<file path="src/hdl/rac_pkg.sv">
package rac_pkg;

  // ----------------------------------------
  // Register byte offsets
  // ----------------------------------------
  localparam logic [7:0] ADDR_REF_CTL   = 8'h00;
  localparam logic [7:0] ADDR_CONV_CTL  = 8'h04;
  localparam logic [7:0] ADDR_RES_HI    = 8'h08;
  localparam logic [7:0] ADDR_RES_LO    = 8'h0C;
  localparam logic [7:0] ADDR_IRQ_STAT  = 8'h10;
  localparam logic [7:0] ADDR_IRQ_MASK  = 8'h14;

  // ----------------------------------------
  // Reference control field layout
  // ----------------------------------------
  localparam int REF_EN_BIT     = 7;
  localparam int REF_RDY_BIT    = 6;
  localparam int TEMP_EN_BIT    = 5;
  localparam int TEMP_RNG_BIT   = 4;
  localparam int CMP_GAIN_LSB   = 2;
  localparam int CONV_GAIN_LSB  = 0;
  localparam logic [7:0] REF_CTL_RESET = 8'h00;

  // ----------------------------------------
  // Converter control and interrupt layout
  // ----------------------------------------
  localparam int GO_BIT       = 0;
  localparam int CHAN_LSB     = 1;
  localparam int CHAN_W       = 3;
  localparam int REF_EXT_BIT  = 4;
  localparam int DONE_BIT     = 0;
  localparam logic [2:0] CHAN_RESET = 3'h0;
  localparam logic       FLAG_RESET = 1'h0;
  localparam logic [7:0] RES_RESET  = 8'h00;

  // ----------------------------------------
  // Result and gain encodings
  // ----------------------------------------
  localparam int RES_W = 10;
  localparam logic [1:0] GAIN_OFF = 2'h0;
  localparam logic [1:0] GAIN_1X  = 2'h1;
  localparam logic [1:0] GAIN_2X  = 2'h2;
  localparam logic [1:0] GAIN_4X  = 2'h3;

  // ----------------------------------------
  // Timing
  // ----------------------------------------
  localparam int CLK_PERIOD_NS  = 10;
  localparam int SAMPLE_TIME_NS = 200;
  localparam int BIT_TIME_NS    = 40;
  localparam int SAMPLE_CYCLES  = (SAMPLE_TIME_NS + CLK_PERIOD_NS - 1) / CLK_PERIOD_NS;
  localparam int BIT_CYCLES     = (BIT_TIME_NS + CLK_PERIOD_NS - 1) / CLK_PERIOD_NS;

  // Converter sequencer states
  typedef enum logic [2:0] {
    RAC_IDLE   = 3'b001,
    RAC_SAMPLE = 3'b010,
    RAC_CONV   = 3'b100
  } rac_sar_state_e;

endpackage : rac_pkg

</file>
<file path="src/hdl/rac_sar.sv">
`timescale 1ns/1ns
module rac_sar
  import rac_pkg::*;
(
  // Clock and reset
  input  wire logic             clk,
  input  wire logic             rst_n,
  // Control
  input  wire logic             start,
  input  wire logic             cmp_hi,
  // Converter front end
  output logic                  sample_q,
  output logic [RES_W-1:0]      dac_q,
  // Status
  output logic                  busy_q,
  output logic                  done_q,
  output logic [RES_W-1:0]      result_q
);

  localparam int CONV_LAT = SAMPLE_CYCLES + RES_W * BIT_CYCLES + 1;

  rac_sar_state_e state_q;
  logic [7:0]     cnt_q;
  logic [3:0]     idx_q;

  // ----------------------------------------
  // Sample, then one trial per result bit
  // ----------------------------------------
  always_ff @(posedge clk or negedge rst_n) begin
    if (!rst_n) begin
      state_q  <= RAC_IDLE;
      cnt_q    <= 8'h00;
      idx_q    <= 4'h0;
      sample_q <= 1'b0;
      dac_q    <= '0;
      busy_q   <= 1'b0;
      done_q   <= 1'b0;
      result_q <= '0;
    end else begin
      done_q <= 1'b0;
      case (state_q)
        RAC_IDLE: begin
          if (start) begin
            state_q  <= RAC_SAMPLE;
            sample_q <= 1'b1;
            busy_q   <= 1'b1;
            cnt_q    <= 8'(SAMPLE_CYCLES - 1);
          end
        end
        RAC_SAMPLE: begin
          if (cnt_q == 8'h00) begin
            state_q  <= RAC_CONV;
            sample_q <= 1'b0;
            idx_q    <= 4'(RES_W - 1);
            dac_q    <= {1'b1, {(RES_W-1){1'b0}}};
            cnt_q    <= 8'(BIT_CYCLES - 1);
          end else begin
            cnt_q <= cnt_q - 8'h01;
          end
        end
        RAC_CONV: begin
          if (cnt_q != 8'h00) begin
            cnt_q <= cnt_q - 8'h01;
          end else if (idx_q == 4'h0) begin
            // Last trial decides bit 0 and ends the conversion
            result_q <= {dac_q[RES_W-1:1], cmp_hi};
            dac_q[0] <= cmp_hi;
            done_q   <= 1'b1;
            busy_q   <= 1'b0;
            state_q  <= RAC_IDLE;
          end else begin
            dac_q[idx_q]        <= cmp_hi;
            dac_q[idx_q - 4'h1] <= 1'b1;
            idx_q               <= idx_q - 4'h1;
            cnt_q               <= 8'(BIT_CYCLES - 1);
          end
        end
        default: begin
          state_q <= RAC_IDLE;
        end
      endcase
    end
  end
endmodule : rac_sar

</file>
<file path="src/hdl/rac_top.sv">
// What this block does
// - Reference ready flag always reads one, regardless of the enable bit.
// - Converter turns the selected input into a 10-bit binary value.
// - Inputs pass a channel multiplexer into one shared sample-and-hold stage.
// - Each finished conversion writes the high and low result byte pair.
// - Software picks internal fixed reference or external reference.
// - Conversion complete raises an interrupt request.
// - Conversion complete interrupt can wake the device from sleep.
`timescale 1ns/1ns
module rac_top
  import rac_pkg::*;
(
  // Clock and reset
  input  wire logic              clk,
  input  wire logic              rst_n,
  // Avalon-MM slave
  input  wire logic [7:0]        avs_address,
  input  wire logic              avs_read,
  input  wire logic              avs_write,
  input  wire logic [3:0]        avs_byteenable,
  input  wire logic [31:0]       avs_writedata,
  output logic [31:0]            avs_readdata,
  output logic                   avs_waitrequest,
  // Reference buffers
  output logic                   ref_enable,
  output logic                   temp_indicator_enable,
  output logic                   temp_indicator_range,
  output logic [2:0]             comparator_gain_sel,
  output logic [2:0]             converter_gain_sel,
  // Converter front end
  input  wire logic              cmp_in,
  output logic [CHAN_W-1:0]      chan_sel,
  output logic                   ref_external,
  output logic                   sample_hold,
  output logic [RES_W-1:0]       dac_code,
  // Power and interrupt
  input  wire logic              sleep_mode,
  output logic                   irq,
  output logic                   wake_req
);

  // ----------------------------------------
  // Reset release and comparator sync
  // ----------------------------------------
  logic rst_meta_q;
  logic rst_sync_n;
  logic cmp_meta_q;
  logic cmp_sync_q;

  // Asynchronous assert, synchronous release
  always_ff @(posedge clk or negedge rst_n) begin
    if (!rst_n) begin
      rst_meta_q <= 1'b0;
      rst_sync_n <= 1'b0;
    end else begin
      rst_meta_q <= 1'b1;
      rst_sync_n <= rst_meta_q;
    end
  end

  // Comparator level comes from the analog side
  always_ff @(posedge clk or negedge rst_sync_n) begin
    if (!rst_sync_n) begin
      cmp_meta_q <= 1'b0;
      cmp_sync_q <= 1'b0;
    end else begin
      cmp_meta_q <= cmp_in;
      cmp_sync_q <= cmp_meta_q;
    end
  end

  // ----------------------------------------
  // Bus handshake
  // ----------------------------------------
  logic        wait_q;
  logic        rd_acc;
  logic        wr_acc;
  logic [31:0] rd_mux;
  logic [31:0] rdata_q;
  logic [7:0]  wbyte;

  assign rd_acc = avs_read && !wait_q;
  assign wr_acc = avs_write && !wait_q && avs_byteenable[0];
  assign wbyte  = avs_writedata[7:0];

  // One wait cycle per request, then one ready cycle
  always_ff @(posedge clk or negedge rst_sync_n) begin
    if (!rst_sync_n) begin
      wait_q <= 1'b1;
    end else if ((avs_read || avs_write) && wait_q) begin
      wait_q <= 1'b0;
    end else begin
      wait_q <= 1'b1;
    end
  end

  // ----------------------------------------
  // Registers
  // ----------------------------------------
  logic [7:0]        ref_ctl_q;
  logic [CHAN_W-1:0] chan_q;
  logic              ref_ext_sel_q;
  logic              start_q;
  logic [7:0]        res_hi_q;
  logic [7:0]        res_lo_q;
  logic              stat_q;
  logic              mask_q;
  logic              sar_busy;
  logic              sar_done;
  logic [RES_W-1:0]  sar_result;

  // Reference control; ready bit is not stored
  always_ff @(posedge clk or negedge rst_sync_n) begin
    if (!rst_sync_n) begin
      ref_ctl_q <= REF_CTL_RESET;
    end else if (wr_acc && avs_address == ADDR_REF_CTL) begin
      ref_ctl_q <= wbyte & ~(8'h01 << REF_RDY_BIT);
    end
  end

  // Converter control and start pulse
  always_ff @(posedge clk or negedge rst_sync_n) begin
    if (!rst_sync_n) begin
      chan_q        <= CHAN_RESET;
      ref_ext_sel_q <= FLAG_RESET;
      start_q       <= FLAG_RESET;
    end else begin
      start_q <= 1'b0;
      if (wr_acc && avs_address == ADDR_CONV_CTL) begin
        chan_q        <= wbyte[CHAN_LSB +: CHAN_W];
        ref_ext_sel_q <= wbyte[REF_EXT_BIT];
        start_q       <= wbyte[GO_BIT] && !sar_busy && !start_q;
      end
    end
  end

  // Result pair; completion wins over a software write
  always_ff @(posedge clk or negedge rst_sync_n) begin
    if (!rst_sync_n) begin
      res_hi_q <= RES_RESET;
      res_lo_q <= RES_RESET;
    end else if (sar_done) begin
      res_hi_q <= sar_result[RES_W-1:2];
      res_lo_q <= {sar_result[1:0], 6'h00};
    end else if (wr_acc && avs_address == ADDR_RES_HI) begin
      res_hi_q <= wbyte;
    end else if (wr_acc && avs_address == ADDR_RES_LO) begin
      res_lo_q <= wbyte;
    end
  end

  // Sticky done flag; set beats read clear
  always_ff @(posedge clk or negedge rst_sync_n) begin
    if (!rst_sync_n) begin
      stat_q <= FLAG_RESET;
    end else if (sar_done) begin
      stat_q <= 1'b1;
    end else if (rd_acc && avs_address == ADDR_IRQ_STAT) begin
      stat_q <= 1'b0;
    end
  end

  // Interrupt mask
  always_ff @(posedge clk or negedge rst_sync_n) begin
    if (!rst_sync_n) begin
      mask_q <= FLAG_RESET;
    end else if (wr_acc && avs_address == ADDR_IRQ_MASK) begin
      mask_q <= wbyte[DONE_BIT];
    end
  end

  // ----------------------------------------
  // Read data
  // ----------------------------------------
  always_comb begin
    rd_mux = 32'h0000_0000;
    case (avs_address)
      ADDR_REF_CTL:  rd_mux[7:0] = ref_ctl_q | (8'h01 << REF_RDY_BIT);
      ADDR_CONV_CTL: begin
        rd_mux[GO_BIT]                = sar_busy;
        rd_mux[CHAN_LSB +: CHAN_W]    = chan_q;
        rd_mux[REF_EXT_BIT]           = ref_ext_sel_q;
      end
      ADDR_RES_HI:   rd_mux[7:0] = res_hi_q;
      ADDR_RES_LO:   rd_mux[7:0] = res_lo_q;
      ADDR_IRQ_STAT: rd_mux[DONE_BIT] = stat_q;
      ADDR_IRQ_MASK: rd_mux[DONE_BIT] = mask_q;
      default:       rd_mux = 32'h0000_0000;
    endcase
  end

  // Data captured as waitrequest drops
  always_ff @(posedge clk or negedge rst_sync_n) begin
    if (!rst_sync_n) begin
      rdata_q <= 32'h0000_0000;
    end else if (avs_read && wait_q) begin
      rdata_q <= rd_mux;
    end
  end

  // ----------------------------------------
  // Buffer gain decode, one per path
  // ----------------------------------------
  logic [2:0] gain_q [2];

  for (genvar p = 0; p < 2; p++) begin : g_gain
    localparam int LSB = (p == 0) ? CONV_GAIN_LSB : CMP_GAIN_LSB;
    always_ff @(posedge clk or negedge rst_sync_n) begin
      if (!rst_sync_n) begin
        gain_q[p] <= 3'h0;
      end else begin
        case (ref_ctl_q[LSB +: 2])
          GAIN_1X: gain_q[p] <= 3'h1;
          GAIN_2X: gain_q[p] <= 3'h2;
          GAIN_4X: gain_q[p] <= 3'h4;
          default: gain_q[p] <= 3'h0;
        endcase
      end
    end
  end

  // ----------------------------------------
  // Front end routing
  // ----------------------------------------
  logic [CHAN_W-1:0] chan_sel_q;
  logic              ref_ext_q;
  logic              irq_q;
  logic              wake_q;

  // Channel and reference fixed for a whole conversion
  always_ff @(posedge clk or negedge rst_sync_n) begin
    if (!rst_sync_n) begin
      chan_sel_q <= CHAN_RESET;
      ref_ext_q  <= FLAG_RESET;
    end else if (start_q) begin
      chan_sel_q <= chan_q;
      ref_ext_q  <= ref_ext_sel_q;
    end
  end

  // Interrupt and wake levels
  always_ff @(posedge clk or negedge rst_sync_n) begin
    if (!rst_sync_n) begin
      irq_q  <= 1'b0;
      wake_q <= 1'b0;
    end else begin
      irq_q  <= stat_q && mask_q;
      wake_q <= stat_q && mask_q && sleep_mode;
    end
  end

  rac_sar u_sar (
    .clk      (clk),
    .rst_n    (rst_sync_n),
    .start    (start_q),
    .cmp_hi   (cmp_sync_q),
    .sample_q (sample_hold),
    .dac_q    (dac_code),
    .busy_q   (sar_busy),
    .done_q   (sar_done),
    .result_q (sar_result)
  );

  // ----------------------------------------
  // Outputs
  // ----------------------------------------
  assign avs_readdata          = rdata_q;
  assign avs_waitrequest       = wait_q;
  assign ref_enable            = ref_ctl_q[REF_EN_BIT];
  assign temp_indicator_enable = ref_ctl_q[TEMP_EN_BIT];
  assign temp_indicator_range  = ref_ctl_q[TEMP_RNG_BIT];
  assign converter_gain_sel    = gain_q[0];
  assign comparator_gain_sel   = gain_q[1];
  assign chan_sel              = chan_sel_q;
  assign ref_external          = ref_ext_q;
  assign irq                   = irq_q;
  assign wake_req              = wake_q;
endmodule : rac_top

</file>
<file path="config.mk">
export PLATFORM = sky130hd
export DESIGN_NAME = rac_top
export DESIGN_NICKNAME = d
export VERILOG_FILES = /design/src/hdl/rac_pkg.sv /design/src/hdl/rac_sar.sv /design/src/hdl/rac_top.sv
export SDC_FILE = /design/constraint.sdc
export NUM_CORES = 1
export LEC_CHECK = 0
export BUFFER_PORTS_ARGS = -buffer_cell sky130_fd_sc_hd__buf_2
export CORE_ASPECT_RATIO = 1.5
export CORE_MARGIN = 2
export CORE_UTILIZATION = 40
export CTS_CLUSTER_SIZE = 24
export DETAILED_ROUTE_END_ITERATION = 6
export GPL_TIMING_DRIVEN = 1
export PLACE_DENSITY_LB_ADDON = 0.25
export SLEW_MARGIN = 20
export SYNTH_ARGS = -nofsm -noshare
export SYNTH_HDL_FRONTEND = slang
export SYNTH_SLANG_ARGS = --single-unit
export TNS_END_PERCENT = 50
</file>
<file path="constraint.sdc">
create_clock -name clk -period 4 [get_ports clk]
set_clock_uncertainty 0.15 [all_clocks]
set_input_delay 0.6 -clock clk [delete_from_list [all_inputs] [get_ports clk]]
set_output_delay 0.6 -clock clk [all_outputs]
set_load 0.02 [all_outputs]
</file>
After elaboration in Yosys (flattened, before gate mapping)
Index checks and enable logic that the tools add are counted.
- input port bits: 50
- register bits: 93
- output and inout port bits: 59
- muxes and demuxes: 47
- equal/unequal tests: 21
- $add $sub $neg: 2
- bitwise gates (word level): 2
- reduce and logical (&&, ||, !) cells: 40
- magnitude comparators: 4
- operator list (operator ; count):
    $mux 8 ; 9
    $pmux 3 s3 ; 4
    $pmux 8 s3 ; 1
    $mux 10 ; 2
    $pmux 10 s2 ; 1
    $logic_and 1x1->1 ; 17
    $eq 8x4->1 const B ; 2
    $eq 8x5->1 const B ; 2
    $logic_not 8->1 ; 2
    $pmux 4 s4 ; 1
    $mux 1 ; 14
    $mux 3 ; 4
    $mux 4 ; 3
    $reduce_and 3->1 ; 4
    $reduce_and 4->1 ; 3
    $reduce_bool 2->1 ; 6
    $bwmux 10 ; 1
    $lt 4x5->1 const B ; 2
    $or 10x10->10 ; 1
    $mux 9 ; 1
    $demux 1 s4 ; 2
    $eq 2x2->1 const B ; 4
    $eq 8x3->1 const B ; 1
    $ge 4x1->1 const B ; 2
    19 further kinds ; 27

Logic depth before layout (Yosys ltp)
Gate-level depths: netlist of run 1.
- depth after elaboration: 9
- gate-level depth with buffers: 8

Cells and area by module
From an unflattened synthesis of run 1, not the netlist that was laid out.
- cell total of the unflattened synthesis: 469
- area total of the unflattened synthesis: 4998.5 µm²
- modules (own cells, without submodules) (module ; instances ; area an instance (µm²) ; cells each):
    rac_top ; 1 ; 2816.5 ; 239
    rac_sar ; 1 ; 2182.1 ; 230

Least setup slack after synthesis of run 1
OpenSTA, ideal clock, no wires.
- kind: register -> register
- start: register u_sar.cnt_q[0]
- end: register u_sar.idx_q[2]
- slack: 1.772 ns
- data required time: 3.725 ns
- arrival: 1.953 ns
- cell stages (with the launch flop): 8
- cell sequence: dfrtp_1 inv_1 ha_1 or3b_2 or4_4 buf_6 o21ai_0 o21ai_1
- cells in the longest elaborated chain, start to end: 3
- RTL lines (element ; line ; source):
    from (decl) ; rac_sar.sv:23 ; logic [7:0] cnt_q;
    from (signal assigned) ; rac_sar.sv:47 ; cnt_q <= 8'(SAMPLE_CYCLES - 1);
    from (signal assigned) ; rac_sar.sv:56 ; cnt_q <= 8'(BIT_CYCLES - 1);
    from (signal assigned) ; rac_sar.sv:58 ; cnt_q <= cnt_q - 8'h01;
    $logic_not 8->1 / $reduce_bool 8->1 (equally long branches) ; rac_sar.sv:51, rac_sar.sv:62 ;
    $ne 2x1->1 (no source line) / $ne 2x2->1 (equally long branches) ; n/a ;
    $reduce_and 4->1 (no source line) (*) ; n/a ;
    to (signal assigned) ; rac_sar.sv:54 ; idx_q <= 4'(RES_W - 1);
    to (signal assigned) ; rac_sar.sv:74 ; idx_q <= idx_q - 4'h1;
    to (decl) ; rac_sar.sv:24 ; logic [3:0] idx_q;
Mark *: on every way between the ends. The rest lies on a longest branch, timed or not.
A chain may end at the register's enable or synchronous reset.

Final worst setup path of run 1
- start: register u_sar.idx_q[0]
- end: register u_sar.cnt_q[1]
- cells in the longest elaborated chain, start to end: 3
- RTL lines (element ; line ; source):
    $logic_not 4->1 ; rac_sar.sv:64 ; end else if (idx_q == 4'h0) begin
    $ne 3x2->1 (no source line) ; n/a ;
    $reduce_and 3->1 (no source line) ; n/a ;
    to (signal assigned) ; rac_sar.sv:58 ;
    to (signal assigned) ; rac_sar.sv:63 ; cnt_q <= cnt_q - 8'h01;
    to (signal assigned) ; rac_sar.sv:75 ; cnt_q <= 8'(BIT_CYCLES - 1);
No other way between the ends.

==> impl_metrics.env, run 1 <==
export IMPL_status="complete, no violations"
export IMPL_detailedPlace_worstSlack_ns=1.24
export IMPL_rows=49
export IMPL_layout_nets=600
export IMPL_rsz0062_at_grt="no"
export IMPL_setup_viol=0
export IMPL_cts_tree="built"
export IMPL_tightestPinTransition_ns=0.865
export IMPL_yosysMostFrequentCell="dfrtp_1"
export IMPL_vias=3833
export IMPL_syn_area_per_cell_sq_um=9.75
export IMPL_final_area_sq_mm=0.00553
export IMPL_synth_edf_count=0
export IMPL_cp_cell_sequence="inv_1 -> ha_1 -> buf_4 -> nor3b_1 -> and4_1 -> nor2_1 -> mux2_2"
export IMPL_clk_path_buf_depth=2
export IMPL_required_ns=4.07
export IMPL_post_synth_top_area_cell="dfrtp_1"
export IMPL_place_area_sq_mm=0.00519
export IMPL_die_h_um=140
export IMPL_grtUsageMet3_pct=3.28
export IMPL_synthesis_area_sq_mm=0.00492
export IMPL_regArea_sq_mm=0.00233
export IMPL_antenna_found_initial=0
export IMPL_clock_latency_ns=0.33
export IMPL_synthCells=505
export IMPL_hold_class="flop to asynchronous set/reset pin"
export IMPL_maxCapViolations=0
export IMPL_crit_arrival_ns=2.83
export IMPL_clock_fmax_ghz=0.362
export IMPL_yosysTopAreaCellShare_pct=46.2
export IMPL_portBuffers=57
export IMPL_end_kind="flop"
export IMPL_multi_input_area_sq_mm=0.00230
export IMPL_dp_final_hpwl_um=7930
export IMPL_grt_pass1_vias=3780
export IMPL_drive_gt1_share_pct=21.3
export IMPL_cts_resized_gates=0
export IMPL_synth_common_cells="dfrtp_1, nand2_1, o21ai_0"
export IMPL_die_x_um=94.6
export IMPL_dp_cells=684
export IMPL_drc=0
export IMPL_cp_start_kind="flop"
export IMPL_grtUsageMet2_pct=31.0
export IMPL_seq_area_frac_synth_pct=47.3
export IMPL_yosysUniqueCellTypes=65
export IMPL_setup_slack_ns=1.24
export IMPL_clkSlewWorstSetupHoldPaths_ns=0.07
export IMPL_synth_main_ff_cell="dfrtp_1"
export IMPL_dr_pass1_iters=4
export IMPL_ys_top_cells_by_area="dfrtp_1, mux2_2, o21ai_0"
export IMPL_post_cts_buffers=0
export IMPL_nFillCells=1170
export IMPL_peakVddDrop_v=0.000227
export IMPL_met1_usage_pct=21.3
export IMPL_hold_violations=0
export IMPL_area_growth_pct=12.2
export IMPL_min_period_ns=2.76
export IMPL_yosys_warnings=0
export IMPL_top_usage_layer="met2"
export IMPL_ant_nets=0
export IMPL_io_pins=109
export IMPL_slowest_stage="and4_1"
export IMPL_viasPerCell=5.46
export IMPL_core_sq_mm=0.0120
export IMPL_drv_slew=0
export IMPL_max_slew_margin_pct=42.1
export IMPL_wl_per_cell_um=16.0
export IMPL_final_util_pct=46.0
export IMPL_grt_max_degree=77
export IMPL_drt_iter0_markers=159
export IMPL_ys_ff_latch=93
export IMPL_cts_made_buffers=9
export IMPL_overflow=0
export IMPL_start_util_pct=41.0
export IMPL_clock_sinks=93
export IMPL_leakagePower_nw=2.65
export IMPL_grt_pass1_wl_um=18500
export IMPL_powerDensity_mw_per_mm2=348
export IMPL_routed_wl_um=11200
export IMPL_gp_congestion=0.785
export IMPL_dieArea_sq_mm=0.0132
export IMPL_finalSetupTns_ns=0
export IMPL_cpPeakStageDelay_ns=0.60
export IMPL_period_share_pct=69.0
export IMPL_cts_root_buf="clkbuf_16"
export IMPL_async_flop_share_pct=100
export IMPL_cts_htree_levels=3
export IMPL_final_cells=702
export IMPL_critPathKind="flop to flop"
export IMPL_grt_usage_pct=17.7
export IMPL_diodes=0
export IMPL_critPathMaxFanout=14
[cell families after synthesis]
group                      Yosys count  share of synthesized area [%]
DFF                                 93                           47.3
and+or+nand+nor                    172                           19.2
xor gates and xnor gates             1                          0.178
muxes                               31                           8.08
other                                2                          0.152
buffers and inverters               71                           7.65
adders and majority gates            6                           1.52
AOI/OAI and AO/OA                  129                           15.9
[critical path, delay by kind of cell, from the launching register on]
| family | cells | cell delay [ns] |
|---|---|---|
| fa+ha+maj | 1 | 0.15 |
| mux | 1 | 0.31 |
| flops | 1 | 0.46 |
| buf+inv | 2 | 0.31 |
| simple gates | 3 | 1.27 |
[area by class of cell]
type	instances	share of cell area [%]
Timing Repair Buffer	63	6.25
Clock inverter	4	0.860
Tap cell	153	3.46
Clock buffer	12	4.64
Inverter	13	0.883
Multi-Input combinational cell	364	41.7
Sequential cell	93	42.2
[path summary, 6_finish.rpt]
| kind | from | end | slack (ns) | cells past startpoint |
|---|---|---|---|---|
| min in group clk | cmp_meta_q$_DFF_PN0_ | cmp_sync_q$_DFF_PN0_ | 0.20 | 0 |
| setup reg to reg | u_sar.idx_q[0]$_DFFE_PN0P_ | u_sar.cnt_q[1]$_DFFE_PN0P_ | 1.24 | 7 |
| hold / removal | rst_sync_n$_DFF_PN0_ | res_hi_q[7]$_DFFE_PN0P_ | 0.15 | 0 |
| setup / recovery | u_sar.idx_q[0]$_DFFE_PN0P_ | u_sar.cnt_q[1]$_DFFE_PN0P_ | 1.24 | 7 |
| hold reg to reg | rst_sync_n$_DFF_PN0_ | res_hi_q[7]$_DFFE_PN0P_ | 0.15 | 0 |
| max in group asynchronous | rst_sync_n$_DFF_PN0_ | u_sar.state_q[0]$_DFFE_PN1P_ | 2.86 | 1 |
[through the flow]
step	total power [mW]	hold slack (ns)
after CTS	1.95	0.209
after global placement	1.07	0.185
after floorplan	1.06	0.154
after global routing	2.01	0.196
final	1.92	0.148
after detailed placement	1.07	0.194
[metal layers]
layer  wire (um)  up-vias
li1            -     1842
met3         433       10
met2        6040      109
met1        4590     1872
met4         157        0
met5           0        -
[report_power, final]
part | total (mW) | switching (mW) | internal, mW
sequential | 0.966 | 0.0148 | 0.951
clock | 0.863 | 0.346 | 0.517
combinational | 0.0936 | 0.0681 | 0.0255
total | 1.92 | 0.429 | 1.49
[repair_timing]
item,4_1_cts,5_1_grt
setup endpoints to repair,0,0
hold endpoints to repair,2,0
hold buffers,1,0
[state kept, by name, indices dropped and copies added (netlist names), 3 cells and up]
| name | count |
|---|---|
| converter_gain_sel | 3 |
| u_sar.state_q | 3 |
| u_sar.result_q | 10 |
| u_sar.dac_q | 10 |
| res_hi_q | 8 |
| comparator_gain_sel | 3 |
| chan_q | 3 |
| u_sar.idx_q | 4 |
| res_lo_q | 8 |
| chan_sel | 3 |
| u_sar.cnt_q | 8 |
| ref_ctl_q | 7 |
| avs_readdata | 8 |
[placed cells by master (no fill, tap or decap), types with 8 or more instances in the layout]
master     netlist  layout
nand2_1         58      58
and4b_1          8       8
o21ai_0         45      45
conb_1           2      25
nand3_1         12      12
buf_2            3      57
dfrtp_1         91      90
nor2_1          19      19
a21oi_1         35      35
clkbuf_16        0       9
mux2_2          20      20
nor2b_1         19      19
nor3_1           8       8
inv_1           13      13
Note: power is estimated with default switching activity, not from simulation.
==> run 2, diff against run 1 <==
==> constraint.sdc (replaced) <==
create_clock -name clk -period 2.5 [get_ports clk]
set_clock_uncertainty 0.15 [all_clocks]
set_input_delay 0.375 -clock clk [delete_from_list [all_inputs] [get_ports clk]]
set_output_delay 0.375 -clock clk [all_outputs]
set_load 0.02 [all_outputs]
==> impl_metrics.env, run 2 (synthesis results as in run 1) <==
export IMPL_final_cells=718
export IMPL_drc=0
export IMPL_overflow=0
export IMPL_rows=49
export IMPL_portBuffers=57
export IMPL_start_util_pct=41.0
export IMPL_layout_nets=616
export IMPL_dieArea_sq_mm=0.0132
export IMPL_drv_slew=0
export IMPL_viasPerCell=5.46
export IMPL_end_kind="flop"
export IMPL_maxCapViolations=0
export IMPL_dp_cells=700
export IMPL_powerDensity_mw_per_mm2=560
export IMPL_grt_usage_pct=18.2
export IMPL_detailedPlace_worstSlack_ns=0.0779
export IMPL_clock_latency_ns=0.34
export IMPL_leakagePower_nw=2.75
export IMPL_required_ns=2.62
export IMPL_holdWs_ns=0.0471
export IMPL_rsz0062_at_grt="no"
export IMPL_final_area_sq_mm=0.00567
export IMPL_vias=3917
export IMPL_crit_arrival_ns=2.44
export IMPL_final_util_pct=47.2
export IMPL_clock_sinks=93
export IMPL_area_growth_pct=15.2
export IMPL_clock_fmax_ghz=0.430
export IMPL_grt_pass1_vias=3844
export IMPL_io_pins=109
export IMPL_grt_max_degree=38
export IMPL_period_share_pct=92.9
export IMPL_hold_class="input port to flop"
export IMPL_largestRegisters="u_sar.dac_q (10), u_sar.result_q (10)"
export IMPL_status="complete, no violations"
export IMPL_cts_made_buffers=9
export IMPL_setup_viol=0
export IMPL_die_x_um=94.6
export IMPL_grt_pass1_wl_um=19100
export IMPL_clk_path_buf_depth=2
export IMPL_routed_wl_um=11700
export IMPL_max_slew_margin_pct=48.5
export IMPL_gp_congestion=0.800
export IMPL_cts_tree="built"
export IMPL_critPathMaxFanout=14
export IMPL_die_h_um=140
export IMPL_setup_slack_ns=0.177
export IMPL_diodes=0
export IMPL_holdPathStages=2
export IMPL_min_period_ns=2.32
export IMPL_clkSlewWorstSetupHoldPaths_ns=0.07
export IMPL_dr_pass1_iters=4
export IMPL_tightestPinTransition_ns=0.772
export IMPL_reg2reg_depth=6
export IMPL_place_area_sq_mm=0.00533
export IMPL_antenna_found_initial=0
export IMPL_layout_commonest_cell="dfrtp_1"
export IMPL_finalSetupTns_ns=0
export IMPL_ant_nets=0
export IMPL_nFillCells=1152
export IMPL_drive_gt1_share_pct=23.5
export IMPL_final_cell_mix="dfrtp_1, nand2_1, buf_2"
export IMPL_cts_root_buf="clkbuf_16"
export IMPL_power_total_mw=3.18
export IMPL_cp_start_kind="flop"
export IMPL_core_sq_mm=0.0120
export IMPL_drt_iter0_markers=151
export IMPL_cts_htree_levels=3
export IMPL_dp_final_hpwl_um=8560
export IMPL_wl_per_cell_um=16.3
export IMPL_peakVddDrop_v=0.000301
export IMPL_critPathKind="flop to flop"
export IMPL_hold_violations=0
run 2: critical path, stage by stage (launching register included):
cell and delay (ns):
dfrtp_1 0.42, inv_1 0.10, ha_1 0.18, or3b_4 0.40, or4_4 0.59, or3_1 0.33, o21ai_0 0.07
run 2: cell type report:
class / count / area (sq um) / area share (%)
Sequential cell: 93 / 2330 / 41.1
Inverter: 13 / 48.8 / 0.860
Multi-Input combinational cell: 364 / 2310 / 40.7
Tap cell: 153 / 191 / 3.37
Clock buffer: 9 / 225 / 3.97
Timing Repair Buffer: 79 / 468 / 8.25
Clock inverter: 7 / 96.3 / 1.70
run 2: metal layers:
metal / share of wire, % / GRT usage, %
met1: 40 / 21.5
met2: 53 / 32.3
met3: 4.9 / 2.53
met4: 2.8 / 8.39
met5: 0 / 0
run 2: power by group:
group / leakage (nW) / switching [mW] / internal, mW
Sequential: 1.26 / 0.0240 / 1.52
Clock: 0.160 / 0.598 / 0.882
Combinational: 1.33 / 0.109 / 0.0421
Total: 2.75 / 0.731 / 2.44
run 2: what timing repair did:
action	in CTS	in global routing
endpoints found under the hold margin	3	0
hold buffers	2	0
gates resized for setup	0	2
endpoints found under the setup margin	0	5
setup buffers	0	0
run 2: final timing paths:
kind	slack, ns	end	startpoint
setup / recovery	0.18	u_sar.idx_q[0]$_DFFE_PN0P_	u_sar.cnt_q[0]$_DFFE_PN0P_
hold / removal	0.05	avs_waitrequest$_DFF_PN1_	avs_read
setup reg to reg	0.18	u_sar.idx_q[0]$_DFFE_PN0P_	u_sar.cnt_q[0]$_DFFE_PN0P_
hold reg to reg	0.15	avs_readdata[5]$_DFFE_PN0P_	rst_sync_n$_DFF_PN0_
max in group asynchronous	1.32	u_sar.state_q[0]$_DFFE_PN1P_	rst_sync_n$_DFF_PN0_
min in group asynchronous	0.15	avs_readdata[5]$_DFFE_PN0P_	rst_sync_n$_DFF_PN0_
==> run 3, diff against run 2 <==
--- a/config.mk
+++ b/config.mk
@@ -5,6 +5,7 @@
 export SDC_FILE = /design/constraint.sdc
 export NUM_CORES = 1
 export LEC_CHECK = 0
+export ABC_AREA = 1
 export BUFFER_PORTS_ARGS = -buffer_cell sky130_fd_sc_hd__buf_2
 export CORE_ASPECT_RATIO = 1.5
 export CORE_MARGIN = 2
==> impl_metrics.env, run 3 <==
export IMPL_async_flop_share_pct=100
export IMPL_intPower_mw=2.55
export IMPL_p_sw_share_pct=25.4
export IMPL_final_util_pct=47.2
export IMPL_syn_area_per_cell_sq_um=8.02
export IMPL_end_kind="flop"
export IMPL_critPathMaxFanout=17
export IMPL_synth_simple_area_share_pct=29.0
export IMPL_multi_input_area_sq_mm=0.00199
export IMPL_power_frac_clock_pct=43.2
export IMPL_crit_arrival_ns=2.06
export IMPL_drive_gt1_share_pct=15.7
export IMPL_final_cell_mix="nand2_1, dfrtp_1, inv_1"
export IMPL_yosysTopAreaCellShare_pct=48.1
export IMPL_die_x_um=92.8
export IMPL_yosysMostFrequentCell="nand2_1"
export IMPL_yosysUniqueCellTypes=37
export IMPL_hold_violations=0
export IMPL_synth_edf_count=0
export IMPL_synthAdderAreaFrac_pct=1.59
export IMPL_grt_max_degree=56
export IMPL_required_ns=2.55
export IMPL_drv_slew=0
export IMPL_overflow=0
export IMPL_grt_pass1_wl_um=17300
export IMPL_routed_wl_um=10500
export IMPL_leakagePower_nw=2.94
export IMPL_drt_iter0_markers=181
export IMPL_start_util_pct=41.1
export IMPL_ys_top_cells_by_area="dfrtp_1, nand2_1, nand3_1"
export IMPL_regArea_sq_mm=0.00233
export IMPL_post_cts_buffers=0
export IMPL_maxCapViolations=0
export IMPL_synthCells=590
export IMPL_synthesis_area_sq_mm=0.00473
export IMPL_gp_congestion=0.905
export IMPL_yosys_warnings=0
export IMPL_dr_pass1_iters=5
export IMPL_layout_nets=708
export IMPL_critical_path_top_delay_family="simple AND/OR/NAND/NOR gates"
export IMPL_layout_commonest_cell="nand2_1"
export IMPL_cts_htree_levels=3
export IMPL_holdWs_ns=0.0508
export IMPL_nFillCells=1193
export IMPL_peakVddDrop_v=0.000334
export IMPL_seq_area_frac_synth_pct=49.2
export IMPL_tightestPinTransition_ns=0.624
export IMPL_cp_start_kind="flop"
export IMPL_critPathKind="flop to flop"
export IMPL_die_h_um=137
export IMPL_p_switching_mw=0.870
export IMPL_rsz0062_at_grt="no"
export IMPL_cts_tree="built"
export IMPL_io_pins=109
export IMPL_clock_sinks=93
export IMPL_diodes=0
export IMPL_cts_made_buffers=9
export IMPL_cts_hold_buffers_added=2
export IMPL_powerDensity_mw_per_mm2=629
export IMPL_clock_latency_ns=0.34
export IMPL_max_slew_margin_pct=58.3
export IMPL_synth_mux_area_share_pct=0
export IMPL_grt_pass1_vias=3668
export IMPL_synth_top_family_by_area="simple AND/OR/NAND/NOR gates"
export IMPL_setup_viol=0
export IMPL_slowest_stage="dfrtp_1"
export IMPL_dieArea_sq_mm=0.0127
export IMPL_ant_nets=0
export IMPL_pwr_share_seq_pct=47.9
export IMPL_clk_path_buf_depth=2
export IMPL_largestRegisters="u_sar.dac_q (10), u_sar.result_q (10)"
export IMPL_hold_class="input port to flop"
export IMPL_power_frac_comb_pct=8.9
export IMPL_viasPerCell=4.76
export IMPL_cts_root_buf="clkbuf_16"
export IMPL_critPathBufInv=1
export IMPL_area_growth_pct=14.9
export IMPL_core_sq_mm=0.0115
export IMPL_drc=0
export IMPL_cpPeakStageDelay_ns=0.41
export IMPL_wl_per_cell_um=13.0
export IMPL_ys_ff_latch=93
export IMPL_antenna_found_initial=0
export IMPL_synth_xor_area_share_pct=0.185
export IMPL_dp_final_hpwl_um=7860
export IMPL_synth_common_cells="nand2_1, dfrtp_1, inv_1"
export IMPL_finalSetupTns_ns=0
export IMPL_period_share_pct=80.1
export IMPL_grt_usage_pct=17.0
export IMPL_clock_fmax_ghz=0.499
export IMPL_vias=3843
export IMPL_min_period_ns=2.00
export IMPL_synth_compound_area_share_pct=9.20
export IMPL_post_synth_top_area_cell="dfrtp_1"
export IMPL_clkSlewWorstSetupHoldPaths_ns=0.07
export IMPL_synth_main_ff_cell="dfrtp_1"
export IMPL_cts_resized_gates=0
export IMPL_rows=48
export IMPL_status="complete, no violations"
export IMPL_portBuffers=57
export IMPL_cp_cell_sequence="inv_1 -> ha_1 -> nand2_2 -> nor2_4 -> nand2_4 -> o211ai_2 -> o21ai_0"
## run 3: final cells by class
class | count | area share (%)
clock buffers | 10 | 4.21
inverters | 72 | 4.97
multi-input cells | 414 | 36.5
well taps | 150 | 3.45
flip-flops and latches | 93 | 42.9
repair buffers | 62 | 6.25
clock inverters | 6 | 1.72
## run 3: through the flow
step	power, mW	worst slack, ns	cell area [sq um]	instances
final	3.42	0.497	5440	807
after detailed placement	1.97	0.490	5100	789
after global placement	1.96	0.565	5100	789
after global routing	3.57	0.279	5440	807
after floorplan	1.91	0.786	4820	613
after CTS	3.45	0.467	5440	807
## run 3: per-layer routing
layer / up-vias / global-route usage (%) / part of all wire (%)
met2: 78 / 30.6 / 53
met3: 26 / 1.91 / 3.2
met5: - / 0 / 0
met4: 0 / 9.64 / 3.7
li1: 1960 / - / -
met1: 1779 / 19.6 / 41
## run 3: path summary, 6_finish.rpt
check                                           startpoint                    endpoint  slack, ns  cells past startpoint
worst min register to register        rst_sync_n$_DFF_PN0_  u_sar.idx_q[3]$_DFFE_PN0P_       0.15                      1
min in group asynchronous             rst_sync_n$_DFF_PN0_  u_sar.idx_q[3]$_DFFE_PN0P_       0.15                      1
worst max register to register  u_sar.idx_q[0]$_DFFE_PN0P_  u_sar.cnt_q[1]$_DFFE_PN0P_       0.50                      7
max in group asynchronous             rst_sync_n$_DFF_PN0_   avs_waitrequest$_DFF_PN1_       1.62                      1
worst min-delay path                             avs_write   avs_waitrequest$_DFF_PN1_       0.05                      2
worst max-delay path            u_sar.idx_q[0]$_DFFE_PN0P_  u_sar.cnt_q[1]$_DFFE_PN0P_       0.50                      7
## run 3: power by group through the flow
stage	Clock, mW	Sequential, mW	Combinational [mW]
after floorplan	0	1.68	0.234
after global placement	0	1.66	0.295
after detailed placement	0	1.67	0.304
after CTS	1.51	1.64	0.308
after global routing	1.57	1.65	0.350
final	1.48	1.64	0.304
## run 3: kinds of logic after synthesis
| kind of cell | after synthesis |
|---|---|
| other | 2 |
| buffers and inverters | 106 |
| DFF | 93 |
| xor gates and xnor gates | 1 |
| and+or+nand+nor | 307 |
| AOI/OAI and AO/OA | 75 |
| adders and majority gates | 6 |
